File: src/rtl/seq_out_pkg.sv
// seq_out_pkg: register indices, field layout, reset values for the output router
// assumes a word-wide register port addressed by parameter index
package seq_out_pkg;
  localparam int ADDR_W = 16;
  localparam int DATA_W = 16;
  // parameter indices, used directly as port addresses
  localparam logic [15:0] ADDR_ALLOC_A = 16'h2016;
  localparam logic [15:0] ADDR_ALLOC_B = 16'h2017;
  localparam logic [15:0] ADDR_ALLOC_C = 16'h2018;
  localparam logic [15:0] ADDR_RSVD_D = 16'h2019;
  localparam logic [15:0] ADDR_RSVD_E = 16'h201A;
  localparam logic [15:0] ADDR_ALLOC_F = 16'h201B;
  // status, interrupt and channel state registers
  localparam logic [15:0] ADDR_IRQ_STATUS = 16'h2020;
  localparam logic [15:0] ADDR_IRQ_ENABLE = 16'h2021;
  localparam logic [15:0] ADDR_IRQ_CLEAR = 16'h2022;
  localparam logic [15:0] ADDR_CHAN_STATE = 16'h2023;
  // reset values: brake digit (digit 2 of word a) starts at channel 3
  localparam logic [15:0] RST_ALLOC_A = 16'h0300;
  localparam logic [15:0] RST_ALLOC_B = 16'h0000;
  localparam logic [15:0] RST_ALLOC_C = 16'h0000;
  localparam logic [15:0] RST_ALLOC_F = 16'h0000;
  // writable digit masks; reserved digits read zero
  localparam logic [15:0] MASK_ALLOC_C = 16'h00FF;
  localparam logic [15:0] MASK_ALLOC_F = 16'hFF00;
  // digit field
  localparam int DIGIT_W = 4;
  localparam logic [3:0] CHAN_NONE = 4'h0;
  localparam logic [3:0] CHAN_MAX = 4'h3;
  localparam int NUM_CHAN = 3;
  localparam int NUM_FUNC = 12;
  // function numbers: word a digits 0..3, word b 4..7, word c 8..9, word f 10..11
  localparam int FN_BRAKE = 2;
  localparam int FN_WARN = 3;
  localparam int FN_READY = 8;
  // interrupt status bits
  localparam int IRQ_CONFLICT = 0;
  localparam int IRQ_WARN = 1;
  localparam int IRQ_W = 2;
endpackage

File: src/rtl/seq_out_decode.sv
// seq_out_decode: one allocation digit turned into a one-hot channel select
// assumes the digit comes from a register on the same clock
`timescale 1ns/1ps
module seq_out_decode (
  input wire logic [3:0] digit, // allocation digit
  output logic [2:0] chan_sel // one-hot: bit0 channel 1 .. bit2 channel 3
);
  // RULE2 digit picks channel
  always_comb begin
    chan_sel = 3'h0;
    // RULE4 zero leaves function unused
    if (digit != seq_out_pkg::CHAN_NONE && digit <= seq_out_pkg::CHAN_MAX) begin
      chan_sel[digit[1:0] - 2'h1] = 1'b1;
    end
  end
endmodule

File: src/rtl/sequence_output_router.sv
// sequence_output_router: allocation registers and routing of sequence functions to three outputs
// assumes a single-cycle register port, one clock, synchronous active-low reset
//
// Notes on behaviour
// RULE1: each function is tied to one fixed digit of one allocation word and only that digit routes it.
// RULE2: a digit of 1 to 3 routes its function to the output channel of that number.
// RULE3: channel 3 drives pins 19/20, channel 2 pins 17/18, channel 1 pins 15/16.
// RULE4: a digit of 0 leaves its function driving no channel.
// RULE5: brake control sits in the third digit of word a, and 3 there puts it on channel 3.
// RULE6: two or more functions on one channel raise a servo warning and are not merged.
// RULE7: the warning-detection function is on whenever any servo warning is present.
// RULE8: the drive-ready function is on only with no fault and servo off.
// RULE9: a channel with no function allocated is held off.
`timescale 1ns/1ps
module sequence_output_router (
  input wire logic clock, // 50 MHz control clock
  input wire logic resetn, // synchronous reset, active low
  input wire logic [15:0] addr, // register address
  input wire logic [15:0] wdata, // write data
  input wire logic wr_en, // write strobe
  input wire logic rd_en, // read strobe
  output logic [15:0] rdata, // read data, cycle after rd_en
  input wire logic [11:0] func_in, // internal function levels (brake, warn, ready from dedicated ports)
  input wire logic brake_cmd, // brake control level
  input wire logic ext_warning, // other servo warnings
  input wire logic drive_fault, // drive fault present
  input wire logic servo_on, // servo on state
  output logic out_pin_15_16, // channel 1 photo-coupler
  output logic out_pin_17_18, // channel 2 photo-coupler
  output logic out_pin_19_20, // channel 3 photo-coupler
  output logic alloc_warning, // servo warning from allocation conflict
  output logic irq // level interrupt
);
  ////////////////////////////////////////////////////////////////////////////
  // allocation and interrupt registers
  logic [15:0] alloc_a_r, alloc_a_nxt;
  logic [15:0] alloc_b_r, alloc_b_nxt;
  logic [15:0] alloc_c_r, alloc_c_nxt;
  logic [15:0] alloc_f_r, alloc_f_nxt;
  logic [1:0] irq_stat_r, irq_stat_nxt;
  logic [1:0] irq_en_r, irq_en_nxt;
  logic [15:0] rdata_nxt;
  logic [2:0] chan_r, chan_nxt;
  logic conflict_r, conflict_nxt;
  logic irq_r, irq_nxt;
  logic conflict_now;
  logic warn_any;
  logic [2:0] chan_calc;
  logic [11:0] func_lvl;
  logic [3:0] digit [seq_out_pkg::NUM_FUNC];
  logic [2:0] sel [seq_out_pkg::NUM_FUNC];

  // RULE1 fixed digit per function
  always_comb begin
    for (int i = 0; i < 4; i++) begin
      digit[i] = alloc_a_r[i*4 +: 4];
      digit[4+i] = alloc_b_r[i*4 +: 4];
    end
    digit[8] = alloc_c_r[3:0];
    digit[9] = alloc_c_r[7:4];
    digit[10] = alloc_f_r[11:8];
    digit[11] = alloc_f_r[15:12];
  end

  // per-function channel decoders
  genvar g;
  generate
    for (g = 0; g < seq_out_pkg::NUM_FUNC; g++) begin : gen_dec
      seq_out_decode u_dec (
        .digit(digit[g]),
        .chan_sel(sel[g])
      );
    end
  endgenerate

  ////////////////////////////////////////////////////////////////////////////
  // function levels
  always_comb begin
    func_lvl = func_in;
    // RULE5 brake in third digit
    func_lvl[seq_out_pkg::FN_BRAKE] = brake_cmd;
    // RULE7 warning detection
    func_lvl[seq_out_pkg::FN_WARN] = warn_any;
    // RULE8 ready when idle, no fault
    func_lvl[seq_out_pkg::FN_READY] = ~drive_fault & ~servo_on;
  end

  // warning covers allocation conflict and outside warnings
  assign warn_any = conflict_r | ext_warning;

  ////////////////////////////////////////////////////////////////////////////
  // channel routing and conflict detection
  always_comb begin
    int cnt;
    cnt = 0;
    conflict_now = 1'b0;
    chan_calc = 3'h0;
    for (int c = 0; c < seq_out_pkg::NUM_CHAN; c++) begin
      cnt = 0;
      for (int f = 0; f < seq_out_pkg::NUM_FUNC; f++) begin
        if (sel[f][c]) begin
          cnt = cnt + 1;
          // RULE2 route to numbered channel
          chan_calc[c] = func_lvl[f];
        end
      end
      // RULE6 shared channel flags conflict
      if (cnt > 1) begin
        conflict_now = 1'b1;
        chan_calc[c] = 1'b0;
      end
      // RULE9 idle channel off
      if (cnt == 0) begin
        chan_calc[c] = 1'b0;
      end
    end
    chan_nxt = chan_calc;
    conflict_nxt = conflict_now;
  end

  // routing state: registered channels and conflict flag
  always_ff @(posedge clock) begin
    if (!resetn) begin
      chan_r <= 3'h0;
      conflict_r <= 1'b0;
    end else begin
      chan_r <= chan_nxt;
      conflict_r <= conflict_nxt;
    end
  end

  // RULE3 channel numbers to pin pairs
  a_route_three: assert property (@(posedge clock) disable iff (!resetn) // RULE3
    (digit[4] == 4'h3 && !conflict_now) |=> out_pin_19_20 == $past(func_in[4]))
    else $error("digit 3 not routed to channel 3");
  a_route_one: assert property (@(posedge clock) disable iff (!resetn) // RULE3
    (digit[5] == 4'h1 && !conflict_now) |=> out_pin_15_16 == $past(func_in[5]))
    else $error("digit 1 not routed to channel 1");
  // RULE4 unused digits select nothing
  a_unused_digit: assert property (@(posedge clock) disable iff (!resetn) // RULE4
    (digit[6] == 4'h0 || digit[6] > 4'h3) |-> sel[6] == 3'h0)
    else $error("unused digit selected a channel");
  // RULE1 one channel per function
  a_sel_single: assert property (@(posedge clock) disable iff (!resetn) // RULE1
    $onehot0(sel[7]))
    else $error("function routed to two channels");

  ////////////////////////////////////////////////////////////////////////////
  // register writes, interrupt status, read data
  always_comb begin
    alloc_a_nxt = alloc_a_r;
    alloc_b_nxt = alloc_b_r;
    alloc_c_nxt = alloc_c_r;
    alloc_f_nxt = alloc_f_r;
    irq_en_nxt = irq_en_r;
    irq_stat_nxt = irq_stat_r;
    rdata_nxt = 16'h0000;
    if (wr_en) begin
      case (addr)
        seq_out_pkg::ADDR_ALLOC_A: alloc_a_nxt = wdata;
        seq_out_pkg::ADDR_ALLOC_B: alloc_b_nxt = wdata;
        seq_out_pkg::ADDR_ALLOC_C: alloc_c_nxt = wdata & seq_out_pkg::MASK_ALLOC_C;
        seq_out_pkg::ADDR_ALLOC_F: alloc_f_nxt = wdata & seq_out_pkg::MASK_ALLOC_F;
        seq_out_pkg::ADDR_IRQ_ENABLE: irq_en_nxt = wdata[1:0];
        seq_out_pkg::ADDR_IRQ_CLEAR: irq_stat_nxt = irq_stat_r & ~wdata[1:0];
        default: ;
      endcase
    end
    // set wins over clear: conflict on its rising edge, warning on its level
    if (conflict_now && !conflict_r) begin
      irq_stat_nxt[seq_out_pkg::IRQ_CONFLICT] = 1'b1;
    end
    if (warn_any) begin
      irq_stat_nxt[seq_out_pkg::IRQ_WARN] = 1'b1;
    end
    if (rd_en) begin
      case (addr)
        seq_out_pkg::ADDR_ALLOC_A: rdata_nxt = alloc_a_r;
        seq_out_pkg::ADDR_ALLOC_B: rdata_nxt = alloc_b_r;
        seq_out_pkg::ADDR_ALLOC_C: rdata_nxt = alloc_c_r;
        seq_out_pkg::ADDR_ALLOC_F: rdata_nxt = alloc_f_r;
        seq_out_pkg::ADDR_IRQ_STATUS: rdata_nxt = {14'h0000, irq_stat_r};
        seq_out_pkg::ADDR_IRQ_ENABLE: rdata_nxt = {14'h0000, irq_en_r};
        seq_out_pkg::ADDR_CHAN_STATE: rdata_nxt = {12'h000, conflict_r, chan_r};
        default: rdata_nxt = 16'h0000;
      endcase
    end
    irq_nxt = |(irq_stat_nxt & irq_en_nxt);
  end

  // allocation words
  always_ff @(posedge clock) begin
    if (!resetn) begin
      alloc_a_r <= seq_out_pkg::RST_ALLOC_A;
      alloc_b_r <= seq_out_pkg::RST_ALLOC_B;
      alloc_c_r <= seq_out_pkg::RST_ALLOC_C;
      alloc_f_r <= seq_out_pkg::RST_ALLOC_F;
    end else begin
      alloc_a_r <= alloc_a_nxt;
      alloc_b_r <= alloc_b_nxt;
      alloc_c_r <= alloc_c_nxt;
      alloc_f_r <= alloc_f_nxt;
    end
  end

  // RULE1 reserved digits stay zero
  a_reserved_zero: assert property (@(posedge clock) disable iff (!resetn) // RULE1
    alloc_c_r[15:8] == 8'h00 && alloc_f_r[7:0] == 8'h00)
    else $error("reserved digit held a value");

  // interrupt status, enable and level output
  always_ff @(posedge clock) begin
    if (!resetn) begin
      irq_stat_r <= 2'h0;
      irq_en_r <= 2'h0;
      irq_r <= 1'b0;
    end else begin
      irq_stat_r <= irq_stat_nxt;
      irq_en_r <= irq_en_nxt;
      irq_r <= irq_nxt;
    end
  end

  // RULE6 conflict sets sticky status
  a_conflict_stat: assert property (@(posedge clock) disable iff (!resetn) // RULE6
    (conflict_now && !conflict_r) |=> irq_stat_r[seq_out_pkg::IRQ_CONFLICT])
    else $error("conflict did not set status");
  a_status_clear: assert property (@(posedge clock) disable iff (!resetn) // RULE6
    (wr_en && addr == seq_out_pkg::ADDR_IRQ_CLEAR && wdata[0] && !(conflict_now && !conflict_r))
    |=> !irq_stat_r[seq_out_pkg::IRQ_CONFLICT])
    else $error("status clear ignored");
  // RULE7 warning sets status
  a_warn_stat: assert property (@(posedge clock) disable iff (!resetn) // RULE7
    warn_any |=> irq_stat_r[seq_out_pkg::IRQ_WARN])
    else $error("warning did not set status");
  // interrupt level follows enabled status
  a_irq_level: assert property (@(posedge clock) disable iff (!resetn) // RULE6
    irq == |(irq_stat_r & irq_en_r))
    else $error("interrupt level disagrees with status");

  // read data stands for one cycle only
  always_ff @(posedge clock) begin
    if (!resetn) begin
      rdata <= 16'h0000;
    end else begin
      rdata <= rdata_nxt;
    end
  end

  // read data is zero without a read
  a_rdata_idle: assert property (@(posedge clock) disable iff (!resetn) // RULE1
    !rd_en |=> rdata == 16'h0000)
    else $error("read data without a read");

  // RULE3 channel to pin pairs
  assign out_pin_15_16 = chan_r[0];
  assign out_pin_17_18 = chan_r[1];
  assign out_pin_19_20 = chan_r[2];
  assign alloc_warning = conflict_r;
  assign irq = irq_r;

  ////////////////////////////////////////////////////////////////////////////
  // assertions
  a_brake_ch3: assert property (@(posedge clock) disable iff (!resetn) // RULE5
    (alloc_a_r[11:8] == 4'h3 && alloc_a_r[15:12] != 4'h3 && alloc_a_r[7:4] != 4'h3 && alloc_a_r[3:0] != 4'h3
     && alloc_b_r == 16'h0000 && alloc_c_r == 16'h0000 && alloc_f_r == 16'h0000)
    |=> out_pin_19_20 == $past(brake_cmd))
    else $error("brake not on channel 3");
  a_zero_off: assert property (@(posedge clock) disable iff (!resetn) // RULE4
    (alloc_a_r == 16'h0000 && alloc_b_r == 16'h0000 && alloc_c_r == 16'h0000 && alloc_f_r == 16'h0000)
    |=> chan_r == 3'h0)
    else $error("unallocated function drove a channel");
  a_idle_off: assert property (@(posedge clock) disable iff (!resetn) // RULE9
    !(sel[0][0] | sel[1][0] | sel[2][0] | sel[3][0] | sel[4][0] | sel[5][0] | sel[6][0] | sel[7][0]
      | sel[8][0] | sel[9][0] | sel[10][0] | sel[11][0]) |=> !out_pin_15_16)
    else $error("idle channel 1 driven");
  a_conflict_warn: assert property (@(posedge clock) disable iff (!resetn) // RULE6
    conflict_now |=> alloc_warning)
    else $error("conflict without warning");
  a_conflict_off: assert property (@(posedge clock) disable iff (!resetn) // RULE6
    (sel[2][2] && sel[3][2]) |=> !out_pin_19_20)
    else $error("shared channel merged functions");
  a_warn_func: assert property (@(posedge clock) disable iff (!resetn) // RULE7
    (ext_warning && sel[seq_out_pkg::FN_WARN] == 3'h1 && !conflict_now) |=> out_pin_15_16)
    else $error("warning output missing");
  a_ready_func: assert property (@(posedge clock) disable iff (!resetn) // RULE8
    (sel[seq_out_pkg::FN_READY] == 3'h2 && !conflict_now && (drive_fault || servo_on)) |=> !out_pin_17_18)
    else $error("ready asserted while faulted or on");
  a_ready_on: assert property (@(posedge clock) disable iff (!resetn) // RULE8
    (sel[seq_out_pkg::FN_READY] == 3'h2 && !conflict_now && !drive_fault && !servo_on) |=> out_pin_17_18)
    else $error("ready missing while idle and healthy");
  a_route_two: assert property (@(posedge clock) disable iff (!resetn) // RULE2
    (digit[0] == 4'h2 && !conflict_now) |=> out_pin_17_18 == $past(func_in[0]))
    else $error("digit 2 not routed to channel 2");
  a_alloc_word: assert property (@(posedge clock) disable iff (!resetn) // RULE1
    (wr_en && addr == seq_out_pkg::ADDR_ALLOC_B) |=> alloc_b_r == $past(wdata))
    else $error("allocation word not stored");
  c_conflict: cover property (@(posedge clock) disable iff (!resetn) $rose(alloc_warning));
  c_brake: cover property (@(posedge clock) disable iff (!resetn) $rose(out_pin_19_20));
  c_irq: cover property (@(posedge clock) disable iff (!resetn) $rose(irq));
  c_ready_pin: cover property (@(posedge clock) disable iff (!resetn)
    (sel[seq_out_pkg::FN_READY] == 3'h2) ##1 out_pin_17_18);
  c_warn_pin: cover property (@(posedge clock) disable iff (!resetn)
    (ext_warning && sel[seq_out_pkg::FN_WARN] == 3'h1) ##1 out_pin_15_16);
endmodule

File: config.mk
export PLATFORM = sky130hd
export DESIGN_NAME = sequence_output_router
export DESIGN_NICKNAME = d
export VERILOG_FILES = /design/src/rtl/seq_out_pkg.sv /design/src/rtl/seq_out_decode.sv /design/src/rtl/sequence_output_router.sv
export SDC_FILE = /design/constraint.sdc
export NUM_CORES = 1
export LEC_CHECK = 0
export BUFFER_PORTS_ARGS = -buffer_cell sky130_fd_sc_hd__buf_2
export CAP_MARGIN = 20
export CORE_MARGIN = 2
export CORE_UTILIZATION = 50
export CTS_CLUSTER_SIZE = 8
export DETAILED_ROUTE_END_ITERATION = 16
export GPL_ROUTABILITY_DRIVEN = 0
export PLACE_DENSITY = 0.69
export SYNTH_ARGS = -nofsm -noshare
export SYNTH_HDL_FRONTEND = slang
export SYNTH_SLANG_ARGS = --single-unit
File: constraint.sdc
create_clock -name clock -period 18.2 [get_ports clock]
set_input_delay 3.64 -clock clock [delete_from_list [all_inputs] [get_ports clock]]
set_output_delay 3.64 -clock clock [all_outputs]
set_load 0.05 [all_outputs]
Word level (Yosys, flattened, before mapping)
Cells that the tools add are included.

cells by class
  add/sub/neg operators = 45
  multiply operators = 0
  div/mod/pow operators = 0
  order comparisons = 39
  equality and inequality tests = 8
  shift-type cells = 0
  mux-type cells = 118
  bitwise logic cells = 8
  reductions and logical operators = 50

operators with widths
  kind                                                                              number
  32-bit by 2-bit adder with 32-bit output, second input constant                   33
  32-bit two-way mux                                                                33
  16-bit by 14-bit equality test with 1-bit output, second input constant           8
  16-bit case mux with 7 select lines                                               1
  32-bit by 2-bit greater-than comparator with 1-bit output, second input constant  3
  32-bit logical NOT                                                                3
  1-bit two-way mux                                                                 56
  4-bit by 2-bit <= comparator with 1-bit output, second input constant             12
  4-bit nonzero test                                                                12
  2-bit by 3-bit less-than comparator with 1-bit output, second input constant      12
  3-bit two-way mux                                                                 12
  1-bit logical AND                                                                 25
  1-bit demux with 2-bit select                                                     12
  2-bit by 1-bit >= comparator with 1-bit output, second input constant             12
  2-bit by 1-bit subtractor with 2-bit output, second input constant                12
  2-bit AND reduction                                                               5
  3-bit OR reduction                                                                3
  2-bit two-way mux                                                                 4
  2-bit AND                                                                         2
  1-bit NOT                                                                         3
  2-bit NOT                                                                         1
  2-bit OR reduction                                                                1
  1-bit AND                                                                         1
  1-bit logical NOT                                                                 1
  1-bit bitwise OR                                                                  1

word-level totals
  register bits after elaboration = 73
  bits in latches = 0
  RAM bits = 0
  ROM bits = 0
  bits of input ports = 52
  output and inout bits = 21
  memories kept = 0

Longest topological paths before layout
  depth in word-level cells = 37
  depth in mapped cells = 38

Hierarchy
From an unflattened synthesis, not the netlist that was laid out.

second synthesis, totals
  cell total of the unflattened synthesis = 926
  area, all modules = 7,221.9 µm²

modules (own cells, without submodules)
  module                  instances  cells an instance  area each (µm²)
  sequence_output_router  1          890                6,891.6
  seq_out_decode          12         3                  27.5

Worst setup path before layout
OpenSTA, ideal clock, no wires.

  path kind = reg2reg
  start point = register alloc_a_r[0]
  end point = register irq_stat_r[0]
  setup time = 0.117 ns
  data arrival time = 6.732 ns
  data required time = 18.083 ns
  setup slack = 11.352 ns
  stages on the path, launching flop included = 37
  buffers on the path = 0
  clock period less this slack = 6.848 ns
  cells stage by stage = dfxtp_1 nor4b_1 ha_1 xnor2_1 ha_1 inv_1 a21oi_1 ha_1 and2_1 a211oi_1 inv_1 ha_1 nor2_1 nor2_1 ha_1 nand2_1 nand2_1 ha_1 nand2_1 o21a_1 o41ai_2 ha_1 mux2i_1 inv_1 ha_1 nand2_1 o21ai_1 ha_1 mux2i_1 inv_1 ha_1 xnor2_1 o31ai_1 o31ai_1 nor3_2 nand4_1 a22o_1

on the way
  word-level cells in the longest chain between the ends = 35

ends and longest elaborated chain
  item                                                                                                                                                  RTL line                       source
  start, declared                                                                                                                                       sequence_output_router.sv:36   logic [15:0] alloc_a_r, alloc_a_nxt;
  start signal, assigned                                                                                                                                sequence_output_router.sv:194  alloc_a_r <= seq_out_pkg::RST_ALLOC_A;
  start signal, assigned                                                                                                                                sequence_output_router.sv:199  alloc_a_r <= alloc_a_nxt;
  2-bit by 1-bit subtractor with 2-bit output                                                                                                           seq_out_decode.sv:13           chan_sel[digit[1:0] - 2'h1] = 1'b1;
  2-bit by 3-bit less-than comparator with 1-bit output (implied by the code) / 2-bit by 1-bit >= comparator with 1-bit output (equally long branches)  seq_out_decode.sv:13
  1-bit logical AND (implied by the code)                                                                                                               seq_out_decode.sv:13
  1-bit two-way mux (implied by the code)                                                                                                               seq_out_decode.sv:13
  1-bit demux with 2-bit select                                                                                                                         n/a
  3-bit two-way mux (*)                                                                                                                                 seq_out_decode.sv:12           if (digit != seq_out_pkg::CHAN_NONE && digit <= seq_out_pkg::CHAN_MAX) begin
  1-bit two-way mux                                                                                                                                     sequence_output_router.sv:101  if (sel[f][c]) begin
  32-bit by 2-bit adder with 32-bit output                                                                                                              sequence_output_router.sv:102  cnt = cnt + 1;
  (+18 left out)                                                                                                                                        n/a
  32-bit two-way mux                                                                                                                                    sequence_output_router.sv:101
  32-bit by 2-bit adder with 32-bit output                                                                                                              sequence_output_router.sv:102
  32-bit two-way mux                                                                                                                                    sequence_output_router.sv:101
  32-bit by 2-bit greater-than comparator with 1-bit output                                                                                             sequence_output_router.sv:108  if (cnt > 1) begin
  1-bit two-way mux (2 in a row)                                                                                                                        sequence_output_router.sv:108
  1-bit two-way mux (*)                                                                                                                                 sequence_output_router.sv:108
  1-bit logical AND (*)                                                                                                                                 sequence_output_router.sv:170  if (conflict_now && !conflict_r) begin
  1-bit two-way mux (*)                                                                                                                                 sequence_output_router.sv:170
  end signal, assigned                                                                                                                                  sequence_output_router.sv:218  irq_stat_r <= irq_stat_nxt;
  end, declared                                                                                                                                         sequence_output_router.sv:40   logic [1:0] irq_stat_r, irq_stat_nxt;

Mark *: on every way between the ends. The rest lies on a longest branch, timed or not.
A chain may end at the register's enable or synchronous reset.

Worst setup path in the final report
  start point = register alloc_a_r[0]
  end point = register irq_r (netlist: irq)

on the way
  word-level cells in the longest chain between the ends = 37

ends and longest elaborated chain
  item                                                                                                                                                  RTL line                       source
  2-bit by 1-bit subtractor with 2-bit output                                                                                                           seq_out_decode.sv:13
  2-bit by 3-bit less-than comparator with 1-bit output (implied by the code) / 2-bit by 1-bit >= comparator with 1-bit output (equally long branches)  seq_out_decode.sv:13
  1-bit logical AND (implied by the code)                                                                                                               seq_out_decode.sv:13
  1-bit two-way mux (implied by the code)                                                                                                               seq_out_decode.sv:13
  1-bit demux with 2-bit select                                                                                                                         n/a
  3-bit two-way mux (*)                                                                                                                                 seq_out_decode.sv:12
  1-bit two-way mux                                                                                                                                     sequence_output_router.sv:101
  32-bit by 2-bit adder with 32-bit output                                                                                                              sequence_output_router.sv:102
  (+20 left out)                                                                                                                                        n/a
  32-bit two-way mux                                                                                                                                    sequence_output_router.sv:101
  32-bit by 2-bit greater-than comparator with 1-bit output                                                                                             sequence_output_router.sv:108
  1-bit two-way mux (2 in a row)                                                                                                                        sequence_output_router.sv:108
  1-bit two-way mux (*)                                                                                                                                 sequence_output_router.sv:108
  1-bit logical AND (*)                                                                                                                                 sequence_output_router.sv:170
  1-bit two-way mux (*)                                                                                                                                 sequence_output_router.sv:170
  2-bit AND (*)                                                                                                                                         sequence_output_router.sv:188  irq_nxt = |(irq_stat_nxt & irq_en_nxt);
  2-bit OR reduction (*)                                                                                                                                sequence_output_router.sv:188
  end signal, assigned                                                                                                                                  sequence_output_router.sv:220  irq_r <= irq_nxt;
  end, declared                                                                                                                                         sequence_output_router.sv:45   logic irq_r, irq_nxt;

Marked as above.

==> results.sh <==
export IMPL_cts_post_setup_buffers_inserted=0
export IMPL_dp_hpwl_um=15500
export IMPL_n_antenna_cell=0
export IMPL_total_iterations_of_the_first_detailed_routing_run=8
export IMPL_max_slew_violation_count=0
export IMPL_whs_ps=490
export IMPL_worst_path_max_fanout=6
export IMPL_clk_transition_reported_paths_ps=60
export IMPL_run_status="completed"
export IMPL_floorplan_die_height_um=125
export IMPL_report_final_hold_viol_count=0
export IMPL_min_delay_path_class="flip-flop to flip-flop"
export IMPL_critPathCaptureType="flip-flop"
export IMPL_grt_setup_unrepaired="no"
export IMPL_chipWidth_um=125
export IMPL_ys_seq_area_frac=0.200
export IMPL_netlist_cell_type_count=88
export IMPL_p_per_area_nw_per_um2=47.0
export IMPL_synth_top_flop_cell="sky130_fd_sc_hd__dfxtp_1"
export IMPL_synth_net_count=1014
export IMPL_cts_hold_repair_buffers=0
export IMPL_layout_cells_most_common="sky130_fd_sc_hd__nand2_1"
export IMPL_cpMaxStageDelayCell="sky130_fd_sc_hd__nor4b_1"
export IMPL_drtIter0Drc=479
export IMPL_final_net_count=1068
export IMPL_global_route_wire_length_before_repair_um=31800
export IMPL_synth_warning_count=0
export IMPL_row_count=44
export IMPL_p_leak_nw=3.24
export IMPL_antenna_found_initial=0
export IMPL_async_reset_ff_frac=0
export IMPL_tns_ps=0
export IMPL_detailedPlace_worstSlack_ps=10010
export IMPL_fin_cells=1172
export IMPL_fin_area_um2=8190
export IMPL_synth_edf_count=0
export IMPL_syn_cell_area_um2=7300
export IMPL_route_detailed_vias_per_inst=5.96
export IMPL_floorplan_io_pins=73
export IMPL_route_detailed_drc=0
export IMPL_vdd_ir_drop_max_mv=0.0759
export IMPL_post_drt_wl_per_cell_um=17.0
export IMPL_starting_utilization_of_the_core_area=0.506
export IMPL_dpl_cell_area_um2=7840
export IMPL_fin_skew_ps=6.30
export IMPL_count_of_placed_standard_cells_including_taps=1156
export IMPL_slew_headroom=0.325
export IMPL_cts_repair_resize_count=0
export IMPL_crit_arrival_ps=8480
export IMPL_die_area_um2=15600
export IMPL_worst_slew_pin_slew_ps=1010
export IMPL_clkSinkCount=73
export IMPL_seqPwrFrac=0.416
export IMPL_net_switching_power_mw=0.0826
export IMPL_grt_max_degree=59
export IMPL_timing_critical_path_mode_cell="sky130_fd_sc_hd__ha_1"
export IMPL_fmax_mhz=121
export IMPL_vias_in_the_first_global_route=6336
export IMPL_mostFrequentLayoutCells="sky130_fd_sc_hd__nand2_1, sky130_fd_sc_hd__nor2_1, sky130_fd_sc_hd__dfxtp_1, sky130_fd_sc_hd__buf_2, sky130_fd_sc_hd__nand3_1"
export IMPL_routed_wl_um=19900
export IMPL_route_vias_total=6989
export IMPL_syn_area_per_cell_um2=7.86
export IMPL_setup_violations_final=0
export IMPL_grtUsageTotal=0.248
export IMPL_ys_top_cells_by_area="sky130_fd_sc_hd__dfxtp_1, sky130_fd_sc_hd__nand2_1, sky130_fd_sc_hd__ha_1, sky130_fd_sc_hd__xnor2_1, sky130_fd_sc_hd__a21boi_0"
export IMPL_synthDominantAreaCellType="sky130_fd_sc_hd__dfxtp_1"
export IMPL_timing_critical_path_from_type="flip-flop"
export IMPL_post_drt_antenna_nets=0
export IMPL_final_min_clock_period_ps=8250
export IMPL_cts_max_level=3
export IMPL_max_cap_violations=0
export IMPL_cts_tree="yes"
export IMPL_synth_cells=929
export IMPL_period_share=0.453
export IMPL_root_buffer="sky130_fd_sc_hd__clkbuf_16"
export IMPL_category_of_the_critical_setup_timing_path="flip-flop to flip-flop"
export IMPL_postLayoutSetupSlackWorst_ps=9950
export IMPL_combPwrFrac=0.047
export IMPL_core_region_area_um2=14400
export IMPL_cell_internal_pwr_mw=0.303
export IMPL_cts_buffer_depth=2
export IMPL_clock_power_share=0.536
export IMPL_yosysTopAreaCellShare=0.200
export IMPL_p_total_mw=0.385
export IMPL_critical_path_max_stage_delay_ps=600
export IMPL_placement_io_buffers=69
export IMPL_drive_above_1_share=0.168
export IMPL_overflow=0
export IMPL_flow_area_growth_from_synthesis_pct=12.2
export IMPL_numCtsBuffers=9
export IMPL_required_ps=18430
export IMPL_clock_insertion_delay_worst_skew_ps=330
export IMPL_synth_seq_cells=73
export IMPL_power_switching_fraction=0.214
export IMPL_end_of_flow_core_utilization=0.568
synthesized netlist by cell type, types with 6 or more instances:
| library cell | n |
|---|---|
| sky130_fd_sc_hd__inv_1 | 35 |
| sky130_fd_sc_hd__nor2b_1 | 8 |
| sky130_fd_sc_hd__nand2b_1 | 7 |
| sky130_fd_sc_hd__mux2_2 | 21 |
| sky130_fd_sc_hd__xor2_1 | 11 |
| sky130_fd_sc_hd__dfxtp_1 | 73 |
| sky130_fd_sc_hd__and3_1 | 16 |
| sky130_fd_sc_hd__or4_1 | 8 |
| sky130_fd_sc_hd__nor3_1 | 21 |
| sky130_fd_sc_hd__a22oi_1 | 12 |
| sky130_fd_sc_hd__nand4_1 | 6 |
| sky130_fd_sc_hd__mux2i_1 | 13 |
| sky130_fd_sc_hd__a31oi_1 | 14 |
| sky130_fd_sc_hd__nor4b_2 | 7 |
| sky130_fd_sc_hd__xnor3_1 | 8 |
| sky130_fd_sc_hd__nor2_1 | 79 |
| sky130_fd_sc_hd__clkbuf_1 | 29 |
| sky130_fd_sc_hd__nand2_1 | 161 |
| sky130_fd_sc_hd__nor4b_1 | 9 |
| sky130_fd_sc_hd__ha_1 | 33 |
| sky130_fd_sc_hd__a21boi_0 | 47 |
| sky130_fd_sc_hd__xnor2_1 | 42 |
| sky130_fd_sc_hd__nor4bb_1 | 6 |
| sky130_fd_sc_hd__and2_1 | 7 |
| sky130_fd_sc_hd__a21oi_1 | 28 |
| sky130_fd_sc_hd__nand3_1 | 49 |
| sky130_fd_sc_hd__nor4_1 | 9 |
| sky130_fd_sc_hd__o211ai_1 | 13 |
| sky130_fd_sc_hd__o21ai_0 | 25 |
cell families after synthesis:
| logic type | after synthesis | share of synthesized area |
|---|---|---|
| compound gates | 201 | 0.197 |
| xor+xnor | 77 | 0.135 |
| fa+ha+maj | 34 | 0.0579 |
| buf+inv | 74 | 0.0392 |
| flops | 73 | 0.200 |
| mux | 36 | 0.0548 |
| simple gates | 434 | 0.316 |
path summary, 6_finish.rpt:
path	slack (ps)	end	start	cells past startpoint
max	9950	irq$_SDFF_PN0_	alloc_a_r[0]$_SDFFE_PN0P_	36
min	490	alloc_f_r[14]$_SDFFE_PN0P_	alloc_f_r[14]$_SDFFE_PN0P_	2
max reg2reg	9950	irq$_SDFF_PN0_	alloc_a_r[0]$_SDFFE_PN0P_	36
min reg2reg	490	alloc_f_r[14]$_SDFFE_PN0P_	alloc_f_r[14]$_SDFFE_PN0P_	2
area by class of cell:
cell class              instances  area [µm²]
well taps                     184         230
clock buffers                   9         225
flip-flops and latches         73        1460
fillers                      1391        6230
inverters                      36         135
clock inverters                 7         124
repair buffers                 81         435
multi-input cells             782        5580
state kept, by name, summed over array words and instances, names as in the netlist:
signal,flops
alloc_a_r,16
alloc_b_r,16
alloc_c_r,8
alloc_f_r,8
alloc_warning,1
chan_r,3
irq,1
irq_en_r,2
irq_stat_r,2
rdata,16
critical path: cells and delay by family (launching register included):
kind / cells / cell delay [ps]
xor+xnor: 2 / 410
flops: 1 / 360
mux: 2 / 470
buf+inv: 4 / 340
fa+ha+maj: 10 / 3080
compound gates: 8 / 1430
simple gates: 10 / 2070
metal layers:
metal	track usage	wire, µm	up-vias
li1	-	-	3484
met1	0.332	9130	3287
met2	0.421	9350	181
met3	0.0292	922	37
met4	0.0712	516	0
met5	0	0	-
power by group through the flow:
stage | Combinational, mW | Sequential, mW | Clock [mW]
2_1_floorplan | 0.00750 | 0.164 | 0
3_3_place_gp | 0.0180 | 0.164 | 0
3_5_place_dp | 0.0179 | 0.164 | 0
4_1_cts | 0.0180 | 0.160 | 0.208
5_1_grt | 0.0196 | 0.160 | 0.217
6_report | 0.0183 | 0.160 | 0.207
Note: power is estimated with default switching activity, not from simulation.
